==> src/design/dsp_format_pkg.sv <==
// constants, enumerations and carrier structs of the dsp data format unit
package dsp_format_pkg;
    localparam int ADDR_W = 8;
    localparam int DATA_W = 32;
    localparam int GUARD_W = 8;
    // register byte offsets
    localparam logic [7:0] OFS_OPA          = 8'h00;
    localparam logic [7:0] OFS_OPA_GUARD    = 8'h04;
    localparam logic [7:0] OFS_OPB          = 8'h08;
    localparam logic [7:0] OFS_OP           = 8'h0C;
    localparam logic [7:0] OFS_RESULT       = 8'h10;
    localparam logic [7:0] OFS_RESULT_GUARD = 8'h14;
    localparam logic [7:0] OFS_DSP_COND     = 8'h18;
    localparam logic [7:0] OFS_STATUS_WORD  = 8'h1C;
    localparam logic [7:0] OFS_VECTOR_BASE  = 8'h20;
    localparam logic [7:0] OFS_PC           = 8'h24;
    localparam logic [7:0] OFS_SP           = 8'h28;
    localparam logic [7:0] OFS_IRQ_STATUS   = 8'h2C;
    localparam logic [7:0] OFS_IRQ_MASK     = 8'h30;
    localparam logic [7:0] OFS_ENDIAN_CTRL  = 8'h34;
    // status word layout and reset value
    localparam int SW_T_BIT = 0;
    localparam logic [31:0] SW_WMASK = 32'h0FFF_0CF3;
    localparam logic [31:0] SW_RESET = 32'h0000_00F0;
    // dsp condition bits
    localparam int DC_GT = 0;
    localparam int DC_Z = 1;
    localparam int DC_N = 2;
    localparam int DC_V = 3;
    // interrupt status bits
    localparam int IRQ_OVF = 0;
    localparam int IRQ_ADDR_ERR = 1;
    localparam int IRQ_DONE = 2;
    // op register fields
    localparam int OPF_SIZE_LSB = 5;
    localparam logic [1:0] SIZE_BYTE = 2'h0;
    localparam logic [1:0] SIZE_WORD = 2'h1;
    // vector table entries and little-endian areas
    localparam logic [31:0] VEC_PC_OFS = 32'h0000_0000;
    localparam logic [31:0] VEC_SP_OFS = 32'h0000_0004;
    localparam logic [2:0] AREA_TWO = 3'h2;
    localparam logic [2:0] AREA_FOUR = 3'h4;
    localparam int AREA_LSB = 26;

    typedef enum logic [4:0] {
        OP_PADD, OP_PSUB, OP_PADD_INT, OP_ARITH_SHIFT, OP_LOGIC_SHIFT, OP_PAND,
        OP_MOVE_IMM, OP_ADD_IMM, OP_COMPARE_EQUAL_IMM, OP_TEST_IMM, OP_AND_IMM,
        OP_OR_IMM, OP_XOR_IMM, OP_LOAD
    } op_code_e;

    typedef enum logic [2:0] {
        BOOT_PC_REQ, BOOT_PC_WAIT, BOOT_SP_REQ, BOOT_SP_WAIT, BOOT_RUN
    } boot_state_e;

    typedef struct packed {
        logic [7:0]  addr;
        logic [31:0] wdata;
        logic        wr;
        logic        rd;
    } bus_req_s;
endpackage

==> src/design/dsp_format_unit.sv <==
// dsp data format unit: guarded arithmetic, operand extension, loads, reset state
//
// Decided for this implementation: the register addresses and strobed register access.
`timescale 1ns/100ps
`default_nettype none

// Overview of operation
// RQ1 - dsp operations run 40 bits wide: 32-bit value plus 8 guard bits
// RQ2 - overflow flagged when guard bits differ from bit 31 of result
// RQ3 - negative flag is the sign of the full 40-bit result
// RQ4 - results beyond 40 bits wrap; negative flag may then be wrong
// RQ5 - reset: status word mask level all ones, other fields cleared
// RQ6 - reset clears vector base and dsp condition register
// RQ7 - after reset the stack pointer loads from the vector table
// RQ8 - after reset the program counter loads from the vector table
// RQ9 - byte and word loads sign-extend to 32 bits
// RQ10 - misaligned word or longword access raises an address error
// RQ11 - little-endian byte order option for two memory areas
// RQ12 - byte immediate sits in the instruction; wider ones come from memory
// RQ13 - move, add, compare-equal sign-extend the byte immediate
// RQ14 - test and logic ops zero-extend the byte immediate
// RQ15 - fixed-point binary point lies between bits 31 and 30
// RQ16 - integer binary point lies between bits 16 and 15
// RQ17 - arithmetic shift amount 7-bit signed, valid -32 to +32
// RQ18 - logical shift amount 6-bit signed, valid -16 to +16
// RQ19 - logical format is a plain bit pattern without binary point
module dsp_format_unit
    import dsp_format_pkg::*;
(
    input  wire logic                     clock,
    input  wire logic                     reset_n,
    input  wire dsp_format_pkg::bus_req_s bus_req,
    output logic [31:0]                   rd_data,
    output logic                          irq,
    output logic                          vec_req,
    output logic [31:0]                   vec_addr,
    input  wire logic                     vec_valid,
    input  wire logic [31:0]              vec_data,
    output logic                          running
);
    import dsp_format_pkg::*;

    typedef struct packed {
        boot_state_e boot;
        logic        vec_req;
        logic [31:0] vec_addr;
        logic [31:0] pc;
        logic [31:0] sp;
        logic [31:0] vector_base;
        logic [31:0] status_word;
        logic [31:0] opa;
        logic [7:0]  opa_guard;
        logic [31:0] opb;
        logic [31:0] result;
        logic [7:0]  result_guard;
        logic [3:0]  dsp_cond;
        logic [2:0]  irq_status;
        logic [2:0]  irq_mask;
        logic [1:0]  endian_ctrl;
        logic [31:0] rd_data;
        logic        irq;
        logic        running;
    } state_s;

    state_s s_reg;
    state_s s_next;

    // bus decode shared with the checks
    logic     wr_op;
    op_code_e op_code;
    logic [1:0] ld_size;
    logic     misaligned;
    logic     rd_irq;
    assign wr_op = bus_req.wr && (bus_req.addr == OFS_OP);
    assign op_code = op_code_e'(bus_req.wdata[4:0]);
    assign ld_size = bus_req.wdata[OPF_SIZE_LSB +: 2];
    assign rd_irq = bus_req.rd && (bus_req.addr == OFS_IRQ_STATUS);
    // word needs 2n, longword 4n; byte may sit anywhere
    assign misaligned = (ld_size == SIZE_WORD) ? s_reg.opb[0] :
                        (ld_size == SIZE_BYTE) ? 1'b0 : (s_reg.opb[1:0] != 2'h0); // see RQ10

    // next-state logic: boot fetch, register bus, datapath, interrupts
    always_comb begin
        logic [39:0] a40;
        logic [39:0] b40;
        logic [39:0] r40;
        logic [6:0]  amt7;
        logic [5:0]  amt6;
        logic [31:0] u32;
        logic [31:0] sh32;
        logic [31:0] imm_s;
        logic [31:0] imm_z;
        logic [31:0] raw;
        logic [2:0]  ev;
        logic        dsp_upd;
        logic        le;
        a40 = {s_reg.opa_guard, s_reg.opa};
        b40 = {{GUARD_W{s_reg.opb[31]}}, s_reg.opb}; // unguarded source sign-fills guard
        r40 = 40'h00_0000_0000;
        amt7 = s_reg.opb[22:16];
        amt6 = s_reg.opb[21:16];
        u32 = {s_reg.opa[31:16], 16'h0000};
        sh32 = 32'h0000_0000;
        imm_s = {{24{s_reg.opb[7]}}, s_reg.opb[7:0]}; // see RQ12
        imm_z = {24'h00_0000, s_reg.opb[7:0]};
        raw = s_reg.opa;
        ev = 3'h0;
        dsp_upd = 1'b0;
        le = 1'b0;
        s_next = s_reg;
        s_next.vec_req = 1'b0;
        s_next.rd_data = 32'h0000_0000;

        // vector fetch after reset
        unique case (s_reg.boot)
            BOOT_PC_REQ: begin
                s_next.vec_req = 1'b1;
                s_next.vec_addr = s_reg.vector_base + VEC_PC_OFS;
                s_next.boot = BOOT_PC_WAIT;
            end
            BOOT_PC_WAIT: begin
                if (vec_valid) begin
                    s_next.pc = vec_data; // see RQ8
                    s_next.boot = BOOT_SP_REQ;
                end
            end
            BOOT_SP_REQ: begin
                s_next.vec_req = 1'b1;
                s_next.vec_addr = s_reg.vector_base + VEC_SP_OFS;
                s_next.boot = BOOT_SP_WAIT;
            end
            BOOT_SP_WAIT: begin
                if (vec_valid) begin
                    s_next.sp = vec_data; // see RQ7
                    s_next.running = 1'b1;
                    s_next.boot = BOOT_RUN;
                end
            end
            BOOT_RUN: begin
                s_next.boot = BOOT_RUN;
            end
        endcase

        // register writes
        if (bus_req.wr) begin
            unique case (bus_req.addr)
                OFS_OPA:         s_next.opa = bus_req.wdata;
                OFS_OPA_GUARD:   s_next.opa_guard = bus_req.wdata[7:0];
                OFS_OPB:         s_next.opb = bus_req.wdata;
                OFS_DSP_COND:    s_next.dsp_cond = bus_req.wdata[3:0];
                OFS_STATUS_WORD: s_next.status_word = bus_req.wdata & SW_WMASK;
                OFS_VECTOR_BASE: s_next.vector_base = bus_req.wdata;
                OFS_IRQ_MASK:    s_next.irq_mask = bus_req.wdata[2:0];
                OFS_ENDIAN_CTRL: s_next.endian_ctrl = bus_req.wdata[1:0];
                default: ;
            endcase
        end

        // operation issued by a write to the op register
        if (wr_op) begin
            ev[IRQ_DONE] = 1'b1;
            unique case (op_code)
                OP_PADD: begin
                    r40 = a40 + b40; // see RQ1 RQ15
                    dsp_upd = 1'b1;
                end
                OP_PSUB: begin
                    r40 = a40 - b40; // wraps past 40 bits, see RQ4
                    dsp_upd = 1'b1;
                end
                OP_PADD_INT: begin
                    // low word of sources ignored, low word of result cleared
                    r40 = {a40[39:16], 16'h0000} + {b40[39:16], 16'h0000}; // see RQ16
                    r40[15:0] = 16'h0000;
                    dsp_upd = 1'b1;
                end
                OP_ARITH_SHIFT: begin
                    if (amt7[6])
                        r40 = 40'($signed(a40) >>> 7'(~amt7 + 7'h01)); // see RQ17
                    else
                        r40 = a40 << amt7[5:0];
                    dsp_upd = 1'b1;
                end
                OP_LOGIC_SHIFT: begin
                    sh32 = amt6[5] ? (u32 >> 6'(~amt6 + 6'h01)) : (u32 << amt6[4:0]); // see RQ18
                    r40 = {8'h00, sh32[31:16], 16'h0000};
                    dsp_upd = 1'b1;
                end
                OP_PAND: begin
                    // bitwise on upper words, no sign or scale applied
                    r40 = {8'h00, s_reg.opa[31:16] & s_reg.opb[31:16], 16'h0000}; // see RQ19
                    dsp_upd = 1'b1;
                end
                OP_MOVE_IMM: r40 = {{GUARD_W{imm_s[31]}}, imm_s}; // see RQ13
                OP_ADD_IMM:  r40[31:0] = s_reg.opa + imm_s; // see RQ13
                OP_COMPARE_EQUAL_IMM: begin
                    r40[31:0] = s_reg.opa;
                    s_next.status_word[SW_T_BIT] = (s_reg.opa == imm_s); // see RQ13
                end
                OP_TEST_IMM: begin
                    r40[31:0] = s_reg.opa;
                    s_next.status_word[SW_T_BIT] = ((s_reg.opa & imm_z) == 32'h0000_0000); // see RQ14
                end
                OP_AND_IMM: r40[31:0] = s_reg.opa & imm_z; // see RQ14
                OP_OR_IMM:  r40[31:0] = s_reg.opa | imm_z; // see RQ14
                OP_XOR_IMM: r40[31:0] = s_reg.opa ^ imm_z; // see RQ14
                OP_LOAD: begin
                    le = (s_reg.opb[AREA_LSB +: 3] == AREA_TWO && s_reg.endian_ctrl[0]) ||
                         (s_reg.opb[AREA_LSB +: 3] == AREA_FOUR && s_reg.endian_ctrl[1]);
                    if (le && ld_size == SIZE_WORD)
                        raw = {16'h0000, s_reg.opa[7:0], s_reg.opa[15:8]}; // see RQ11
                    else if (le && ld_size != SIZE_BYTE)
                        raw = {s_reg.opa[7:0], s_reg.opa[15:8],
                               s_reg.opa[23:16], s_reg.opa[31:24]}; // see RQ11
                    if (ld_size == SIZE_BYTE)
                        r40[31:0] = {{24{raw[7]}}, raw[7:0]}; // see RQ9
                    else if (ld_size == SIZE_WORD)
                        r40[31:0] = {{16{raw[15]}}, raw[15:0]}; // see RQ9
                    else
                        r40[31:0] = raw;
                    if (misaligned) begin
                        ev[IRQ_ADDR_ERR] = 1'b1; // see RQ10
                        r40 = {s_reg.result_guard, s_reg.result};
                    end
                end
                default: r40 = {s_reg.result_guard, s_reg.result};
            endcase
            s_next.result = r40[31:0];
            // dsp results keep guard; core results fill guard from bit 31
            s_next.result_guard = dsp_upd ? r40[39:32] : {GUARD_W{r40[31]}};
            if (dsp_upd) begin
                s_next.dsp_cond[DC_V] = (r40[39:32] != {GUARD_W{r40[31]}}); // see RQ2
                s_next.dsp_cond[DC_N] = r40[39]; // see RQ3
                s_next.dsp_cond[DC_Z] = (r40 == 40'h00_0000_0000);
                s_next.dsp_cond[DC_GT] = !r40[39] && (r40 != 40'h00_0000_0000);
                ev[IRQ_OVF] = s_next.dsp_cond[DC_V];
            end
        end

        // register reads, answered one cycle later
        if (bus_req.rd) begin
            unique case (bus_req.addr)
                OFS_OPA:          s_next.rd_data = s_reg.opa;
                OFS_OPA_GUARD:    s_next.rd_data = {24'h00_0000, s_reg.opa_guard};
                OFS_OPB:          s_next.rd_data = s_reg.opb;
                OFS_RESULT:       s_next.rd_data = s_reg.result;
                OFS_RESULT_GUARD: s_next.rd_data = {24'h00_0000, s_reg.result_guard};
                OFS_DSP_COND:     s_next.rd_data = {28'h000_0000, s_reg.dsp_cond};
                OFS_STATUS_WORD:  s_next.rd_data = s_reg.status_word;
                OFS_VECTOR_BASE:  s_next.rd_data = s_reg.vector_base;
                OFS_PC:           s_next.rd_data = s_reg.pc;
                OFS_SP:           s_next.rd_data = s_reg.sp;
                OFS_IRQ_STATUS:   s_next.rd_data = {29'h0000_0000, s_reg.irq_status};
                OFS_IRQ_MASK:     s_next.rd_data = {29'h0000_0000, s_reg.irq_mask};
                OFS_ENDIAN_CTRL:  s_next.rd_data = {30'h0000_0000, s_reg.endian_ctrl};
                default:          s_next.rd_data = 32'h0000_0000;
            endcase
        end

        // sticky events; a same-cycle event survives the read clear
        s_next.irq_status = (rd_irq ? 3'h0 : s_reg.irq_status) | ev;
        s_next.irq = |(s_next.irq_status & s_next.irq_mask);
    end

    // state register with synchronous reset
    always_ff @(posedge clock) begin
        if (!reset_n) begin
            s_reg <= '0;
            s_reg.boot <= BOOT_PC_REQ;
            s_reg.status_word <= SW_RESET; // see RQ5
            s_reg.vector_base <= 32'h0000_0000; // see RQ6
            s_reg.dsp_cond <= 4'h0; // see RQ6
        end else begin
            s_reg <= s_next;
        end
    end

    // outputs straight from the state register
    assign rd_data = s_reg.rd_data;
    assign irq = s_reg.irq;
    assign vec_req = s_reg.vec_req;
    assign vec_addr = s_reg.vec_addr;
    assign running = s_reg.running;

    // checks
    property p_guard_ovf;
        @(posedge clock) disable iff (!reset_n)
        wr_op && op_code == OP_PADD |=>
            s_reg.dsp_cond[DC_V] == (s_reg.result_guard != {GUARD_W{s_reg.result[31]}});
    endproperty
    a_guard_ovf: assert property (p_guard_ovf) else $error("overflow flag wrong"); // see RQ2

    property p_neg_sign;
        @(posedge clock) disable iff (!reset_n)
        wr_op && (op_code == OP_PSUB || op_code == OP_ARITH_SHIFT) |=>
            s_reg.dsp_cond[DC_N] == s_reg.result_guard[7];
    endproperty
    a_neg_sign: assert property (p_neg_sign) else $error("negative flag wrong"); // see RQ3

    property p_reset_sw;
        @(posedge clock) $rose(reset_n) |-> s_reg.status_word == SW_RESET;
    endproperty
    a_reset_sw: assert property (p_reset_sw) else $error("status word reset wrong"); // see RQ5

    property p_reset_vb;
        @(posedge clock) $rose(reset_n) |-> s_reg.vector_base == 32'h0000_0000 &&
            s_reg.dsp_cond == 4'h0 && s_reg.boot == BOOT_PC_REQ;
    endproperty
    a_reset_vb: assert property (p_reset_vb) else $error("reset values wrong"); // see RQ6

    property p_boot_pc;
        @(posedge clock) disable iff (!reset_n)
        s_reg.boot == BOOT_PC_WAIT && vec_valid |=> s_reg.pc == $past(vec_data) ##1 vec_req;
    endproperty
    a_boot_pc: assert property (p_boot_pc) else $error("pc not loaded"); // see RQ8

    property p_boot_sp;
        @(posedge clock) disable iff (!reset_n)
        s_reg.boot == BOOT_SP_WAIT && vec_valid |=> s_reg.sp == $past(vec_data) && running;
    endproperty
    a_boot_sp: assert property (p_boot_sp) else $error("sp not loaded"); // see RQ7

    property p_load_sext;
        @(posedge clock) disable iff (!reset_n)
        wr_op && op_code == OP_LOAD && ld_size == SIZE_BYTE |=>
            s_reg.result[31:8] == {24{s_reg.result[7]}};
    endproperty
    a_load_sext: assert property (p_load_sext) else $error("byte load not extended"); // see RQ9

    property p_addr_err;
        @(posedge clock) disable iff (!reset_n)
        wr_op && op_code == OP_LOAD && misaligned |=> s_reg.irq_status[IRQ_ADDR_ERR];
    endproperty
    a_addr_err: assert property (p_addr_err) else $error("address error missing"); // see RQ10

    property p_and_imm;
        @(posedge clock) disable iff (!reset_n)
        wr_op && op_code == OP_AND_IMM |=> s_reg.result[31:8] == 24'h00_0000;
    endproperty
    a_and_imm: assert property (p_and_imm) else $error("and immediate upper bits"); // see RQ14

    property p_move_imm;
        @(posedge clock) disable iff (!reset_n)
        wr_op && op_code == OP_MOVE_IMM |=> s_reg.result == {{24{$past(s_reg.opb[7])}},
            $past(s_reg.opb[7:0])};
    endproperty
    a_move_imm: assert property (p_move_imm) else $error("move immediate extension"); // see RQ13

    property p_int_low;
        @(posedge clock) disable iff (!reset_n)
        wr_op && (op_code == OP_PADD_INT || op_code == OP_LOGIC_SHIFT) |=>
            s_reg.result[15:0] == 16'h0000;
    endproperty
    a_int_low: assert property (p_int_low) else $error("low word not cleared"); // see RQ16 RQ18

    property p_irq_level;
        @(posedge clock) disable iff (!reset_n)
        ##1 irq == |(s_reg.irq_status & s_reg.irq_mask);
    endproperty
    a_irq_level: assert property (p_irq_level) else $error("irq level mismatch");

    c_boot_done: cover property (@(posedge clock) disable iff (!reset_n) $rose(running));
    c_overflow: cover property (@(posedge clock) disable iff (!reset_n)
        $rose(s_reg.irq_status[IRQ_OVF]));
    c_addr_err: cover property (@(posedge clock) disable iff (!reset_n)
        $rose(s_reg.irq_status[IRQ_ADDR_ERR]));
    c_irq: cover property (@(posedge clock) disable iff (!reset_n) $rose(irq));
endmodule

`default_nettype wire

==> config.mk <==
export PLATFORM = sky130hd
export DESIGN_NAME = dsp_format_unit
export DESIGN_NICKNAME = d
export VERILOG_FILES = /design/src/design/dsp_format_pkg.sv /design/src/design/dsp_format_unit.sv
export SDC_FILE = /design/constraint.sdc
export NUM_CORES = 2
export LEC_CHECK = 0
export BUFFER_PORTS_ARGS = -buffer_cell sky130_fd_sc_hd__buf_2
export CORE_MARGIN = 4
export CORE_UTILIZATION = 64
export CTS_CLUSTER_DIAMETER = 100
export CTS_CLUSTER_SIZE = 8
export DETAILED_ROUTE_END_ITERATION = 10
export PLACE_DENSITY_LB_ADDON = 0.08
export RECOVER_POWER = 100
export SETUP_SLACK_MARGIN = 0.15
export SLEW_MARGIN = 10
export SYNTH_ARGS = -nofsm -noshare
export SYNTH_HDL_FRONTEND = slang
export SYNTH_SLANG_ARGS = --single-unit
==> constraint.sdc <==
create_clock -name clock -period 6.5 [get_ports clock]
set_input_delay 0.325 -clock clock [delete_from_list [all_inputs] [get_ports clock]]
set_output_delay 0.325 -clock clock [all_outputs]
set_load 0.03 [all_outputs]
==> impl_metrics.json, run 1 <==
{
  "synth_seq_cells": 310,
  "synth_top_area_share_pct": 20.1,
  "failed_stage": "global routing",
  "synthesis.area_sq_mm": 0.0308,
  "yosysMostFrequentCell": "nand2_1",
  "avgSynthCellArea_sq_um": 7.40,
  "synth_warnings": 0,
  "place.port_buffers": 143,
  "die_h_microns": 227,
  "grt_overflow": 15,
  "fp.dieW_microns": 227,
  "num_rows": 80,
  "cts_max_level": 2,
  "synth_edf_count": 0,
  "netlist_instances": 4163,
  "status": "did not finish",
  "clockRootBuffer": "clkbuf_16",
  "cts_sinks": 310,
  "grt_max_degree": 121,
  "synth.distinct_cells": 94,
  "cts_buffers": 46,
  "netlist_top_cells_area": "dfxtp_1, nand2_1, mux4_2, a21boi_0, ha_1",
  "error": "[ERROR GRT-0232] Routing congestion too high. Check the congestion heatmap in the GUI.",
  "gp_congestion": 1.37,
  "dp_cells": 4657,
  "synth_seq_area_share_pct": 20.1,
  "postSynth.asyncResetShare_pct": 0,
  "start_util_pct": 64.7,
  "synthFlopType": "dfxtp_1",
  "yosysTopAreaCell": "dfxtp_1",
  "post_cts_buffers": 0,
  "yosys-top-cells-count": "nand2_1, dfxtp_1, clkbuf_1",
  "antenna_found_initial": 26,
  "ios": 144,
  "hpwl_microns": 131000,
  "grt_use_total_pct": 73.1,
  "syn-num-nets": 4355,
  "clock_tree.buffer_depth": 3
}
-- through the flow --
stage	cell area, sq um	setup WS (ns)
CTS	33000	0.764
global placement	31800	0.905
floorplan	30800	1.38
detailed placement	31800	0.805
-- logic make-up after synthesis --
group	synth area share, %
flops	20.1
fa+ha+maj	4.74
buf+inv	7.47
mux	10.7
compound gates	31.1
simple gates	23.4
xor+xnor	2.47
-- what timing repair did --
item | in CTS
hold endpoints to repair | 2
hold buffers | 2
gates resized for setup | 0
-- per-layer routing --
metal	track usage, %	overflow
met1	76.6	0
met2	87.6	6
met3	57.6	0
met4	68.4	9
met5	26.9	0
==> run 2: changes to the inputs <==
--- a/config.mk
+++ b/config.mk
@@ -7,13 +7,10 @@
 export LEC_CHECK = 0
 export BUFFER_PORTS_ARGS = -buffer_cell sky130_fd_sc_hd__buf_2
 export CORE_MARGIN = 4
-export CORE_UTILIZATION = 64
-export CTS_CLUSTER_DIAMETER = 100
-export CTS_CLUSTER_SIZE = 8
+export CORE_UTILIZATION = 40
 export DETAILED_ROUTE_END_ITERATION = 10
-export PLACE_DENSITY_LB_ADDON = 0.08
+export PLACE_DENSITY_LB_ADDON = 0.15
 export RECOVER_POWER = 100
-export SETUP_SLACK_MARGIN = 0.15
 export SLEW_MARGIN = 10
 export SYNTH_ARGS = -nofsm -noshare
 export SYNTH_HDL_FRONTEND = slang
==> impl_metrics.json, run 2 <==
{
  "status": "complete, but fails checks",
  "violations": "capacitance limit, slew limit",
  "vias": 37300,
  "rrSetupSlack_ns": 0.11,
  "dr.first_iter.drc_count": 6204,
  "dp_cells": 5150,
  "fin_nets": 4348,
  "avgSynthCellArea_sq_um": 7.40,
  "holdPathEnd": "s_reg[238]",
  "cts.clk_slew.worst_paths_ns": 0.07,
  "place.port_buffers": 143,
  "worstMarginPinSlew_ns": 3.81,
  "synthFlopType": "dfxtp_1",
  "postSynth.asyncResetShare_pct": 0,
  "hold_path.class": "in -> reg",
  "rr_endpoint": "s_reg[42]",
  "fin_cells": 5226,
  "fill_cells": 7992,
  "cts_buffers": 34,
  "dpl_cell_area_sq_mm": 0.0329,
  "final_cell_mix": "nand2_1, dfxtp_1, a21oi_1",
  "required_ns": 6.91,
  "core_sq_mm": 0.0762,
  "crit_fanout": 30,
  "worstRegToRegCells": 15,
  "clock_tree.buffer_depth": 3,
  "synth.area.mux_share_pct": 10.7,
  "start_util_pct": 40.4,
  "yosysMostFrequentCell": "nand2_1",
  "finalCriticalPeriod_ns": 6.39,
  "synth_compound_area_share_pct": 31.1,
  "synth_top_family_by_area": "compound AO/OA/AOI/OAI gates",
  "die-area_sq_mm": 0.0815,
  "power_density_mw_per_mm2": 131,
  "crit_type": "reg -> reg",
  "final_common_cell": "nand2_1",
  "clockRootBuffer": "clkbuf_16",
  "first_pass_iters": 10,
  "synth_seq_area_share_pct": 20.1,
  "grt_pass1_wl_microns": 274000,
  "fp.dieW_microns": 286,
  "ios": 144,
  "synth_warnings": 0,
  "ctsHoldBuffers": 0,
  "synth.distinct_cells": 94,
  "largest_register_ffs": 243,
  "synth_top_area_share_pct": 20.1,
  "peakVddDrop_uv": 224,
  "netlist_instances": 4163,
  "die_h_microns": 286,
  "routed_wl_microns": 198000,
  "hold_viol_final": 0,
  "cts_max_level": 2,
  "synthSimpleGateAreaFrac_pct": 23.4,
  "fmax_ghz": 0.156,
  "setup-violations-final": 0,
  "gp_congestion": 1.13,
  "cts_sinks": 310,
  "cp-start-kind": "register",
  "cts_resized": 0,
  "hpwl_microns": 153000,
  "drv_cap": 4,
  "grt_use_total_pct": 46.5,
  "vias_per_cell": 7.14,
  "grt_max_degree": 210,
  "synthesis.area_sq_mm": 0.0308,
  "first_global_vias": 34400,
  "tns_ns": 0,
  "rsz0062_at_grt": "false",
  "synthXorXnorAreaFrac_pct": 2.47,
  "synth_edf_count": 0,
  "crit_path_end_kind": "register",
  "insertion_delay_ns": 0.57,
  "timing.rr.start": "s_reg[103]",
  "yosysTopAreaCell": "dfxtp_1",
  "worstHoldPathCells": 3,
  "syn-num-nets": 4355,
  "cts_tree": "done",
  "num_rows": 101,
  "grt_overflow": 0,
  "design_area_sq_mm": 0.0339,
  "worstPathArrival_ns": 6.80,
  "post_cts_buffers": 0,
  "fin_crit_sh_pct": 98.3,
  "drive_above_1_share_pct": 13.6,
  "leakagePower_nw": 12.5,
  "hold_start": "vec_data[16]",
  "wl_per_cell_microns": 38.0,
  "synthAdderAreaFrac_pct": 4.74,
  "yosys-top-cells-count": "nand2_1, dfxtp_1, clkbuf_1",
  "ant_nets": 0,
  "drv_slew": 320,
  "area_growth_pct": 10.1,
  "drc": 0,
  "skew_ns": 0.0260,
  "maxSlewHeadroom_pct": -154,
  "synth_seq_cells": 310,
  "antenna_found_initial": 15,
  "netlist_top_cells_area": "dfxtp_1, nand2_1, mux4_2, a21boi_0, ha_1"
}
==> run 2: through the flow <==
| stage | hold slack [ns] | utilization (%) | setup slack [ns] | total power, W |
|---|---|---|---|---|
| 2_1_floorplan | 0.442 | - | 1.38 | 0.00225 |
| 3_3_place_gp | 0.443 | 43.2 | 0.341 | 0.00244 |
| 3_5_place_dp | 0.449 | 43.2 | 0.693 | 0.00244 |
| 4_1_cts | 0.0148 | 44.6 | 0.645 | 0.00442 |
| 5_1_grt | 0.0412 | 44.5 | 0.144 | 0.00453 |
| 6_report | 0.0279 | 44.5 | 0.110 | 0.00444 |
==> run 2: logic make-up (layout without fill, tap and decap cells) <==
family,count (synthesis),after routing
and+or+nand+nor,1550,1550
AOI/OAI and AO/OA,1362,1362
buffers and inverters,527,544
DFF,310,310
muxes,212,212
adders and majority gates,115,115
xor gates and xnor gates,87,87
other,0,16
==> run 2: power breakdown <==
| part | switching (W) | total (W) | internal [W] |
|---|---|---|---|
| Sequential | 0.0000230 | 0.00195 | 0.00193 |
| Combinational | 0.000331 | 0.000476 | 0.000145 |
| Clock | 0.000881 | 0.00201 | 0.00113 |
==> run 2: cell type report <==
cell class                 instances  area [sq um]  share of cell area (%)
clock buffer                      50          1010                    2.98
clock inverter                    10          98.8                   0.291
antenna                           16          40.0                   0.118
inverter                          99           372                    1.10
multi-input combinational       3326         22400                    66.2
timing repair buffer             385          2440                    7.20
sequential                       310          6220                    18.3
tap                             1030          1290                    3.80
==> run 2: metal layers <==
metal  GRT usage (%)  part of all wire (%)  vias up
li1                -                     -    15500
met1            60.3                    38    18000
met2            66.7                    40     3027
met3            12.5                    12      816
met4            33.1                   8.9        4
met5               0                 0.012        -
==> run 2: worst max-delay path: stages (launching register included) <==
cell	delay (ns)
dfxtp_4	0.57
clkinv_1	0.36
ha_1	1.01
buf_4	0.51
mux2_1	0.40
mux2_1	0.33
mux4_2	0.49
a22oi_1	0.33
nand4b_1	0.36
a221oi_1	0.32
a31oi_1	0.15
nor4b_1	0.34
nand4_1	0.14
nor3_1	0.47
and4bb_1	0.30
o221ai_1	0.12
==> run 2: worst max-delay path by stage <==
stage | start | end | slack, ns | depth (start not counted)
6_report | s_reg[103] | s_reg[42] | 0.11 | 15
4_1_cts | s_reg[104] | s_reg[42] | 0.64 | 15
5_1_grt | s_reg[104] | s_reg[42] | 0.14 | 14
3_5_place_dp | s_reg[103] | s_reg[42] | 0.69 | 16
2_1_floorplan | s_reg[102] | s_reg[42] | 1.38 | 22
3_3_place_gp | s_reg[102] | s_reg[45] | 0.34 | 14
(Power assumes the default switching activity.)
